--- src/include/srb_pkg.sv ---
// Constants and carrier types for the status, event and pad register bank.
// Assumes a serial slave front end that turns bus frames into byte accesses.
package srb_pkg;

	// ---------------------------------------------------------------
	// Register offsets
	// ---------------------------------------------------------------
	localparam logic [7:0] SRB_ADDR_POWER_OSC_CONTROL = 8'h00;
	localparam logic [7:0] SRB_ADDR_PAD_ANALOG_SELECT = 8'h08;
	localparam logic [7:0] SRB_ADDR_PAD_OUTPUT_ENABLE = 8'h09;
	localparam logic [7:0] SRB_ADDR_PAD_OUTPUT_VALUE = 8'h0a;
	localparam logic [7:0] SRB_ADDR_PAD_INPUT_VALUE = 8'h0b;
	localparam logic [7:0] SRB_ADDR_PAD_PULL_CONFIG = 8'h0c;
	localparam logic [7:0] SRB_ADDR_PAD_SLEW_CONFIG = 8'h0d;
	localparam logic [7:0] SRB_ADDR_PRODUCT_VERSION = 8'h91;
	localparam logic [7:0] SRB_ADDR_PART_IDENTIFICATION = 8'h92;
	localparam logic [7:0] SRB_ADDR_EVENT_FLAGS = 8'ha0;
	localparam logic [7:0] SRB_ADDR_CLIP_FLAGS = 8'ha1;
	localparam logic [7:0] SRB_ADDR_LED_SUPPLY_FLAGS = 8'ha2;
	localparam logic [7:0] SRB_ADDR_EVENT_MASK = 8'ha8;
	localparam logic [7:0] SRB_ADDR_MASKED_EVENTS = 8'ha9;

	// ---------------------------------------------------------------
	// Reset values and field positions
	// ---------------------------------------------------------------
	localparam logic [7:0] SRB_RESET_BYTE = 8'h00;
	localparam logic [3:0] SRB_RESET_NIBBLE = 4'h0;
	localparam int SRB_CTRL_REG_EN_BIT = 0;
	localparam int SRB_CTRL_OSC_EN_BIT = 1;
	localparam int SRB_EVT_CONV_DONE = 0;
	localparam int SRB_EVT_SEQ_DONE = 1;
	localparam int SRB_EVT_LTF_DONE = 2;
	localparam int SRB_EVT_CONV_THRESH = 3;
	localparam int SRB_EVT_FIFO_ALMOST = 4;
	localparam int SRB_EVT_FIFO_OVERFLOW = 5;
	localparam int SRB_EVT_CLIP = 6;
	localparam int SRB_EVT_LED_SUPPLY_LOW = 7;
	localparam int SRB_PAD_COUNT = 4;
	localparam int SRB_VERSION_LSB = 3;
	localparam int SRB_ID_LSB = 2;

	// ---------------------------------------------------------------
	// Carrier types
	// ---------------------------------------------------------------
	typedef struct packed {
		logic [3:0] analog_sel;
		logic [3:0] drive_en;
		logic [3:0] drive_val;
		logic [3:0] pull_up;
		logic [3:0] pull_down;
		logic [3:0] fast_slew;
	} srb_pad_cfg_t;

	typedef struct packed {
		logic conv_done;
		logic seq_done;
		logic ltf_done;
		logic fifo_overflow;
		logic [3:0] clip;
		logic [3:0] led_supply_low;
	} srb_evt_t;

endpackage

--- src/design/srb_register_bank.sv ---
// Status, event, mask and auxiliary pad register bank with interrupt line.
// Assumes a serial slave front end giving byte accesses synchronous to clk_sys_i.
//
// Notes on behaviour
// Oscillator enable is control bit 1, resets zero, gates converter functions.
// Regulator enable is control bit 0; needed before anything beyond register access.
// Chip enable low holds everything in reset; high allows register accesses.
// Analog select register holds one bit per pad; bits 7 to 4 reset zero.
// Host must write the three trim values after analog mode on pads 2, 3.
// Output enable register enables each pad's driver while its analog select bit is zero; resets zero.
// Output value drives the pad only while its output enable bit is one.
// Input register returns sensed pad levels in bits 3 to 0; rest zero.
// Pull register gives each pad a pulldown and pullup bit pair.
// Slew register picks default or increased edge rate per pad.
// Version register holds product version 7:3 and revision 2:0.
// Identification register holds part code in 7:2, reserved bits 1:0.
// Event flag register maps the eight events to fixed bit positions.
// Writing one clears a flag; clip and supply clears also clear their status.
// FIFO almost-full flag ignores clears and follows the fill level.
// FIFO overflow flag stays set until software writes one to it.
// Threshold flag sets when a converter result exceeds the programmed threshold.
// Clip status reports low and high clip for two signal paths.
// Supply status bit n reports LED n plus one supply too low.
// Mask register enables each event bit onto the interrupt; resets zero.
// Masked register shows each flag ANDed with its enable bit.
// Interrupt line pulled low while any masked bit is one.
// Flags latch on single pulses; a set beats a coincident clear.
`timescale 1ns/100ps

module srb_register_bank
	import srb_pkg::*;
#(
	parameter int CONV_W = 14,
	parameter int FIFO_LEVEL_W = 7,
	parameter logic [4:0] PRODUCT_VERSION = 5'h05,
	parameter logic [2:0] REVISION = 3'h0,
	parameter logic [5:0] PART_CODE = 6'h2a,
	parameter logic [1:0] ID_RESERVED = 2'h0
) (
	// Clock and reset
	input wire logic clk_sys_i,
	input wire logic reset_n_i,
	input wire logic chip_enable_i,
	// Register access from the serial slave
	input wire logic [7:0] reg_addr_i,
	input wire logic [7:0] reg_wdata_i,
	input wire logic reg_wr_i,
	input wire logic reg_rd_i,
	output logic [7:0] reg_rdata_o,
	// Power control
	output logic regulator_en_o,
	output logic osc_en_o,
	output logic analog_run_ok_o,
	// Event sources
	input wire srb_evt_t evt_i,
	input wire logic conv_valid_i,
	input wire logic [CONV_W-1:0] conv_result_i,
	input wire logic [CONV_W-1:0] conv_threshold_i,
	input wire logic [FIFO_LEVEL_W-1:0] fifo_level_i,
	input wire logic [FIFO_LEVEL_W-1:0] fifo_threshold_i,
	// Auxiliary pads
	input wire logic [3:0] pad_in_i,
	output logic [3:0] pad_out_o,
	output logic [3:0] pad_oe_o,
	output srb_pad_cfg_t pad_cfg_o,
	// Open-drain interrupt line
	output logic int_n_out_o,
	output logic int_n_oe_o
);

	// ---------------------------------------------------------------
	// State
	// ---------------------------------------------------------------
	logic [7:0] control_reg;
	logic [7:0] analog_reg;
	logic [7:0] oe_reg;
	logic [7:0] outval_reg;
	logic [7:0] pull_reg;
	logic [7:0] slew_reg;
	logic [7:0] flags_reg;
	logic [7:0] flags_next;
	logic [3:0] clip_reg;
	logic [3:0] clip_next;
	logic [3:0] led_reg;
	logic [3:0] led_next;
	logic [7:0] mask_reg;
	logic [7:0] rdata_reg;
	logic [7:0] rdata_next;

	// ---------------------------------------------------------------
	// Access decode
	// ---------------------------------------------------------------
	// chip enable gating
	wire wr_ok = reg_wr_i & chip_enable_i;
	wire rd_ok = reg_rd_i & chip_enable_i;
	wire wr_control = wr_ok & (reg_addr_i == SRB_ADDR_POWER_OSC_CONTROL);
	wire wr_analog = wr_ok & (reg_addr_i == SRB_ADDR_PAD_ANALOG_SELECT);
	wire wr_oe = wr_ok & (reg_addr_i == SRB_ADDR_PAD_OUTPUT_ENABLE);
	wire wr_outval = wr_ok & (reg_addr_i == SRB_ADDR_PAD_OUTPUT_VALUE);
	wire wr_pull = wr_ok & (reg_addr_i == SRB_ADDR_PAD_PULL_CONFIG);
	wire wr_slew = wr_ok & (reg_addr_i == SRB_ADDR_PAD_SLEW_CONFIG);
	wire wr_flags = wr_ok & (reg_addr_i == SRB_ADDR_EVENT_FLAGS);
	wire wr_mask = wr_ok & (reg_addr_i == SRB_ADDR_EVENT_MASK);
	wire [7:0] clr_vec = wr_flags ? reg_wdata_i : SRB_RESET_BYTE;

	// ---------------------------------------------------------------
	// Event flags
	// ---------------------------------------------------------------
	// threshold compare
	wire conv_over = conv_valid_i & (conv_result_i > conv_threshold_i);
	// almost-full follows level
	wire fifo_almost = (fifo_level_i >= fifo_threshold_i);
	wire [7:0] set_vec;
	// event bit mapping
	assign set_vec[SRB_EVT_CONV_DONE] = evt_i.conv_done;
	assign set_vec[SRB_EVT_SEQ_DONE] = evt_i.seq_done;
	assign set_vec[SRB_EVT_LTF_DONE] = evt_i.ltf_done;
	assign set_vec[SRB_EVT_CONV_THRESH] = conv_over;
	assign set_vec[SRB_EVT_FIFO_ALMOST] = 1'b0;
	assign set_vec[SRB_EVT_FIFO_OVERFLOW] = evt_i.fifo_overflow;
	assign set_vec[SRB_EVT_CLIP] = |evt_i.clip;
	assign set_vec[SRB_EVT_LED_SUPPLY_LOW] = |evt_i.led_supply_low;

	always_comb begin
		// set wins over clear
		// write one clears
		// overflow sticky
		flags_next = (flags_reg & ~clr_vec) | set_vec;
		flags_next[SRB_EVT_FIFO_ALMOST] = fifo_almost;
		// clip status cleared with its flag
		clip_next = (clip_reg & ~{4{clr_vec[SRB_EVT_CLIP]}}) | evt_i.clip;
		// supply status cleared with its flag
		led_next = (led_reg & ~{4{clr_vec[SRB_EVT_LED_SUPPLY_LOW]}}) | evt_i.led_supply_low;
	end

	// masked view
	wire [7:0] masked = flags_reg & mask_reg;

	// ---------------------------------------------------------------
	// Read multiplexer
	// ---------------------------------------------------------------
	always_comb begin
		rdata_next = rdata_reg;
		if (rd_ok) begin
			case (reg_addr_i)
				SRB_ADDR_POWER_OSC_CONTROL: rdata_next = control_reg;
				SRB_ADDR_PAD_ANALOG_SELECT: rdata_next = analog_reg;
				SRB_ADDR_PAD_OUTPUT_ENABLE: rdata_next = oe_reg;
				SRB_ADDR_PAD_OUTPUT_VALUE: rdata_next = outval_reg;
				// sensed levels
				SRB_ADDR_PAD_INPUT_VALUE: rdata_next = {SRB_RESET_NIBBLE, pad_in_i};
				SRB_ADDR_PAD_PULL_CONFIG: rdata_next = pull_reg;
				SRB_ADDR_PAD_SLEW_CONFIG: rdata_next = slew_reg;
				// version and revision
				SRB_ADDR_PRODUCT_VERSION: rdata_next = {PRODUCT_VERSION, REVISION};
				// part code
				SRB_ADDR_PART_IDENTIFICATION: rdata_next = {PART_CODE, ID_RESERVED};
				SRB_ADDR_EVENT_FLAGS: rdata_next = flags_reg;
				SRB_ADDR_CLIP_FLAGS: rdata_next = {SRB_RESET_NIBBLE, clip_reg};
				SRB_ADDR_LED_SUPPLY_FLAGS: rdata_next = {SRB_RESET_NIBBLE, led_reg};
				SRB_ADDR_EVENT_MASK: rdata_next = mask_reg;
				SRB_ADDR_MASKED_EVENTS: rdata_next = masked;
				default: rdata_next = SRB_RESET_BYTE;
			endcase
		end
	end

	// ---------------------------------------------------------------
	// Register storage
	// ---------------------------------------------------------------
	// held in reset while disabled
	always_ff @(posedge clk_sys_i or negedge reset_n_i) begin
		if (!reset_n_i) begin
			control_reg <= SRB_RESET_BYTE;
			analog_reg <= SRB_RESET_BYTE;
			oe_reg <= SRB_RESET_BYTE;
			outval_reg <= SRB_RESET_BYTE;
		end else if (!chip_enable_i) begin
			control_reg <= SRB_RESET_BYTE;
			analog_reg <= SRB_RESET_BYTE;
			oe_reg <= SRB_RESET_BYTE;
			outval_reg <= SRB_RESET_BYTE;
		end else begin
			// oscillator bit stored
			// regulator bit stored
			if (wr_control) begin
				control_reg <= reg_wdata_i;
			end
			// analog select write
			if (wr_analog) begin
				analog_reg <= reg_wdata_i;
			end
			// output enable write
			if (wr_oe) begin
				oe_reg <= reg_wdata_i;
			end
			if (wr_outval) begin
				outval_reg <= reg_wdata_i;
			end
		end
	end

	always_ff @(posedge clk_sys_i or negedge reset_n_i) begin
		if (!reset_n_i) begin
			pull_reg <= SRB_RESET_BYTE;
			slew_reg <= SRB_RESET_BYTE;
			mask_reg <= SRB_RESET_BYTE;
			rdata_reg <= SRB_RESET_BYTE;
		end else if (!chip_enable_i) begin
			pull_reg <= SRB_RESET_BYTE;
			slew_reg <= SRB_RESET_BYTE;
			mask_reg <= SRB_RESET_BYTE;
			rdata_reg <= SRB_RESET_BYTE;
		end else begin
			// pull write
			if (wr_pull) begin
				pull_reg <= reg_wdata_i;
			end
			// slew write
			if (wr_slew) begin
				slew_reg <= reg_wdata_i;
			end
			// mask write
			if (wr_mask) begin
				mask_reg <= reg_wdata_i;
			end
			rdata_reg <= rdata_next;
		end
	end

	always_ff @(posedge clk_sys_i or negedge reset_n_i) begin
		if (!reset_n_i) begin
			flags_reg <= SRB_RESET_BYTE;
			clip_reg <= SRB_RESET_NIBBLE;
			led_reg <= SRB_RESET_NIBBLE;
		end else if (!chip_enable_i) begin
			flags_reg <= SRB_RESET_BYTE;
			clip_reg <= SRB_RESET_NIBBLE;
			led_reg <= SRB_RESET_NIBBLE;
		end else begin
			flags_reg <= flags_next;
			clip_reg <= clip_next;
			led_reg <= led_next;
		end
	end

	// ---------------------------------------------------------------
	// Outputs
	// ---------------------------------------------------------------
	assign reg_rdata_o = rdata_reg;
	assign regulator_en_o = control_reg[SRB_CTRL_REG_EN_BIT];
	assign osc_en_o = control_reg[SRB_CTRL_OSC_EN_BIT];
	// converter needs oscillator
	// and regulator
	assign analog_run_ok_o = osc_en_o & regulator_en_o;

	genvar p;
	generate
		for (p = 0; p < SRB_PAD_COUNT; p++) begin : g_pad
			// value only while enabled
			assign pad_oe_o[p] = oe_reg[p] & ~analog_reg[p];
			assign pad_out_o[p] = outval_reg[p] & oe_reg[p];
			// pulldown on odd bit, pullup on even bit
			assign pad_cfg_o.pull_down[p] = pull_reg[2*p+1];
			assign pad_cfg_o.pull_up[p] = pull_reg[2*p];
		end
	endgenerate
	assign pad_cfg_o.analog_sel = analog_reg[3:0];
	assign pad_cfg_o.drive_en = oe_reg[3:0];
	assign pad_cfg_o.drive_val = outval_reg[3:0];
	assign pad_cfg_o.fast_slew = slew_reg[3:0];

	// open-drain low while any masked bit set
	assign int_n_out_o = 1'b0;
	assign int_n_oe_o = |masked;
endmodule

--- config.mk ---
export PLATFORM = sky130hd
export DESIGN_NAME = srb_register_bank
export DESIGN_NICKNAME = d
export VERILOG_FILES = /design/src/include/srb_pkg.sv /design/src/design/srb_register_bank.sv
export SDC_FILE = /design/constraint.sdc
export NUM_CORES = 1
export LEC_CHECK = 0
export BUFFER_PORTS_ARGS = -buffer_cell sky130_fd_sc_hd__buf_4
export CAP_MARGIN = 20
export CORE_ASPECT_RATIO = 0.75
export CORE_UTILIZATION = 35
export DETAILED_ROUTE_END_ITERATION = 10
export GPL_TIMING_DRIVEN = 0
export PLACE_DENSITY_LB_ADDON = 0.1
export RECOVER_POWER = 50
export SLEW_MARGIN = 0
export SYNTH_ARGS = -nofsm -noshare
export SYNTH_HDL_FRONTEND = slang
export SYNTH_SLANG_ARGS = --single-unit
--- constraint.sdc ---
create_clock -name clk_sys_i -period 3.8 [get_ports clk_sys_i]
set_input_delay 0.19 -clock clk_sys_i [delete_from_list [all_inputs] [get_ports clk_sys_i]]
set_output_delay 0.19 -clock clk_sys_i [all_outputs]
set_load 0.01 [all_outputs]
==> impl_metrics.ini <==
[outcome]
status = complete, but fails checks
violations = capacitance limit, slew limit

[grt]
use_met3 = 0.0641
grt_pass1_vias = 4859
grtUsageMet2 = 0.382
grt_max_degree = 81
met1_usage = 0.368
grt_pass1_wl_mm = 29.0
grt_busiest_layer = met2
grtUsageTotal = 0.254
antenna_found_initial = 0
grt_overflow = 0

[logic_synthesis]
postSynthCellCount = 575
yosysWarningCount = 0
netlist_top_cells_area = dfrtp_1, mux2i_1, nor2b_1
synth_top_family_by_area = simple AND/OR/NAND/NOR gates
synth_top_cell_area_share = 0.375
ys_types = 67
synthArstFlopShare = 1.00
synthFlopType = dfrtp_1
synthXorXnorAreaFrac = 0.00164
muxShareOfSynthArea = 0.115
syn_nets = 676
synth_adder_area_share = 0.0492
synth_compound_area_frac = 0.131
synth-simple-area-share = 0.255
avgSynthCellArea_um2 = 9.29
synth_edf_count = 0
yosysTopAreaCell = dfrtp_1
synth-seq-cells = 80
syn_area_mm2 = 0.00534
yosysSeqAreaShare = 0.375

[routing]
wl_per_cell_um = 21.0
dr.pass1.iters = 5
drt_iter0_markers = 393
viasPerCell = 5.40
drc_errors = 0
ant_nets = 0
vias = 4889
routed_wl_mm = 19.0

[sta]
fin_crit_ps = 2130
maxSlewViolCount = 32
rsz0062_at_grt = false
setup_viol = 0
worst_pin_slew_ps = 2000
fin_skew_ps = 7.96
period_share = 0.560
fmax_ghz = 0.470
slew_headroom = -0.332
finalHoldViolCount = 0
tns_ps = 0

[cts]
numCtsBuffers = 9
post_cts_resized = 0
post_cts_buffers = 0
clk_latency_ps = 350
ctsRootBufferMaster = clkbuf_16
tritoncts = yes
cts_sinks = 80
cts_htree_levels = 3
cts_buffer_depth = 2
clk_pin_slew_ps = 60

[floorplan]
core_mm2 = 0.0147
die_area_mm2 = 0.0158
dieWidth_um = 145
num_rows = 38
initial_core_util = 0.364
die_h_um = 109
io_pins = 125

[critical_path]
worstReg2RegEnd = reg_rdata_o[6]
worstSetupStartpointType = input pin
path_cells = buf_4 > buf_2 > buf_2 > buf_2 > mux2i_1 > nor3_1 > a2111oi_0 > clkbuf_2 > o21ai_1
worstPathRequired_ps = 3990
path_buf_inv = 5
cp_common_cell = buf_2
max_stage_delay_ps = 480
cp_top_family = buffers and inverters
r2r_slack_ps = 2010
arrival_ps = 2320
crit_path_end_kind = flip-flop
slowest_stage = a2111oi_0
crit_fanout = 10
critPathKind = input pin to flip-flop
r2r_cells = 6
timing.rr.start = mask_reg[6]

[final_layout]
final_util = 0.456
multiInputGateArea_mm2 = 0.00295
nets = 802
num-fill-cells = 1459
regArea_mm2 = 0.00200
fin_cells = 905
drive_gt1_frac = 0.230
antenna-diode-count = 0
area_delta_synth_final_pct = 25.3

[power]
max-vdd-ir-drop_uv = 202
power_density_mw_per_mm2 = 305
leakagePower_nw = 3.12

[place]
port_buffers = 112
place_congestion = 0.915
dp.cells = 887
dp_hpwl_mm = 14.3

[flow_run]
maxCapViolations = 1

[worst_hold_path]
hold_depth = 3
min_to = flags_reg[2]
holdCritStartpoint = evt_i[9]
worstHoldPathType = input pin to flip-flop
-- stage by stage --
stage	setup slack [ps]	hold WS [ps]	power, W	cell area [µm²]
3_3_place_gp	1080	435	0.00117	6430
5_1_grt	1310	79.6	0.00212	6690
3_5_place_dp	1080	441	0.00117	6430
6_report	1670	88.9	0.00204	6690
2_1_floorplan	2160	-106	0.00103	5340
4_1_cts	1430	83.8	0.00205	6720
-- synth_stat cells, drive strengths merged, types with 4 or more instances --
master  instances
a31oi           5
buf            36
clkbuf         18
a32oi           5
nor2           13
and2            9
inv            25
nand4           9
nor2b          74
and3            5
dfrtp          80
o21ai          18
a21o            6
nor4            6
ha             21
a21oi          28
nor4b           4
mux2i          58
nand2          53
nand3          24
a21boi         10
a22oi           6
nor3           12
-- layer usage --
layer	up-vias	share of wire	wire, µm
met5	-	0	0
met1	2410	0.49	9220
li1	2269	-	-
met3	16	0.072	1380
met4	0	0.0092	174
met2	194	0.43	8230
-- placed cells by master (no fill, tap or decap), types with 4 or more instances in the layout --
cell,instances
nor4_1,5
a22oi_1,6
buf_2,13
inv_1,25
and2_1,9
nand2_1,52
a21boi_0,10
clkbuf_4,4
clkbuf_16,9
nand3_1,20
nand4_1,9
buf_4,109
clkbuf_1,39
dfrtp_1,80
mux2i_1,58
and3_1,5
nor2_1,11
o21ai_0,15
nand3_2,4
a21o_1,6
a21oi_1,28
a32oi_1,5
a31oi_1,5
nor2b_1,74
nor3_1,11
ha_1,21
-- worst max-delay path by stage --
stage	cells past startpoint	startpoint	endpoint
after floorplan	6	reg_addr_i[2]	led_reg[0]
after global placement	8	reg_addr_i[0]	reg_rdata_o[6]
after detailed placement	8	reg_addr_i[0]	reg_rdata_o[6]
after CTS	8	reg_addr_i[0]	reg_rdata_o[6]
after global routing	2	reset_n_i	outval_reg[6]
final	9	reg_addr_i[0]	reg_rdata_o[6]
-- tightest hold or removal path: stages --
cell     delay (ps)
buf_4            80
a21oi_1          30
nor2b_1          90
-- area by class of cell --
type,count,share of cell area
multi-input combinational,416,0.441
sequential,80,0.299
timing repair buffer,115,0.121
buffer,54,0.0439
tap,200,0.0374
clock buffer,12,0.0368
inverter,25,0.0140
clock inverter,3,0.00636
-- cell families after synthesis --
group	after synthesis
flip-flops	80
XOR/XNOR	1
other	1
adder cells (fa/ha/maj)	21
AO/OA/AOI/OAI	103
buffers and inverters	79
AND/OR/NAND/NOR	229
multiplexers	61
-- power breakdown --
group / internal (W) / switching, W
clock network: 0.000523 / 0.000357
registers: 0.000865 / 0.0000127
logic: 0.000121 / 0.000164
-- repair_timing --
action,in CTS,in global routing
setup endpoints to repair,0,0
hold buffers,0,1
hold endpoints to repair,0,31
No activity file was read; power rests on OpenSTA's default activity.
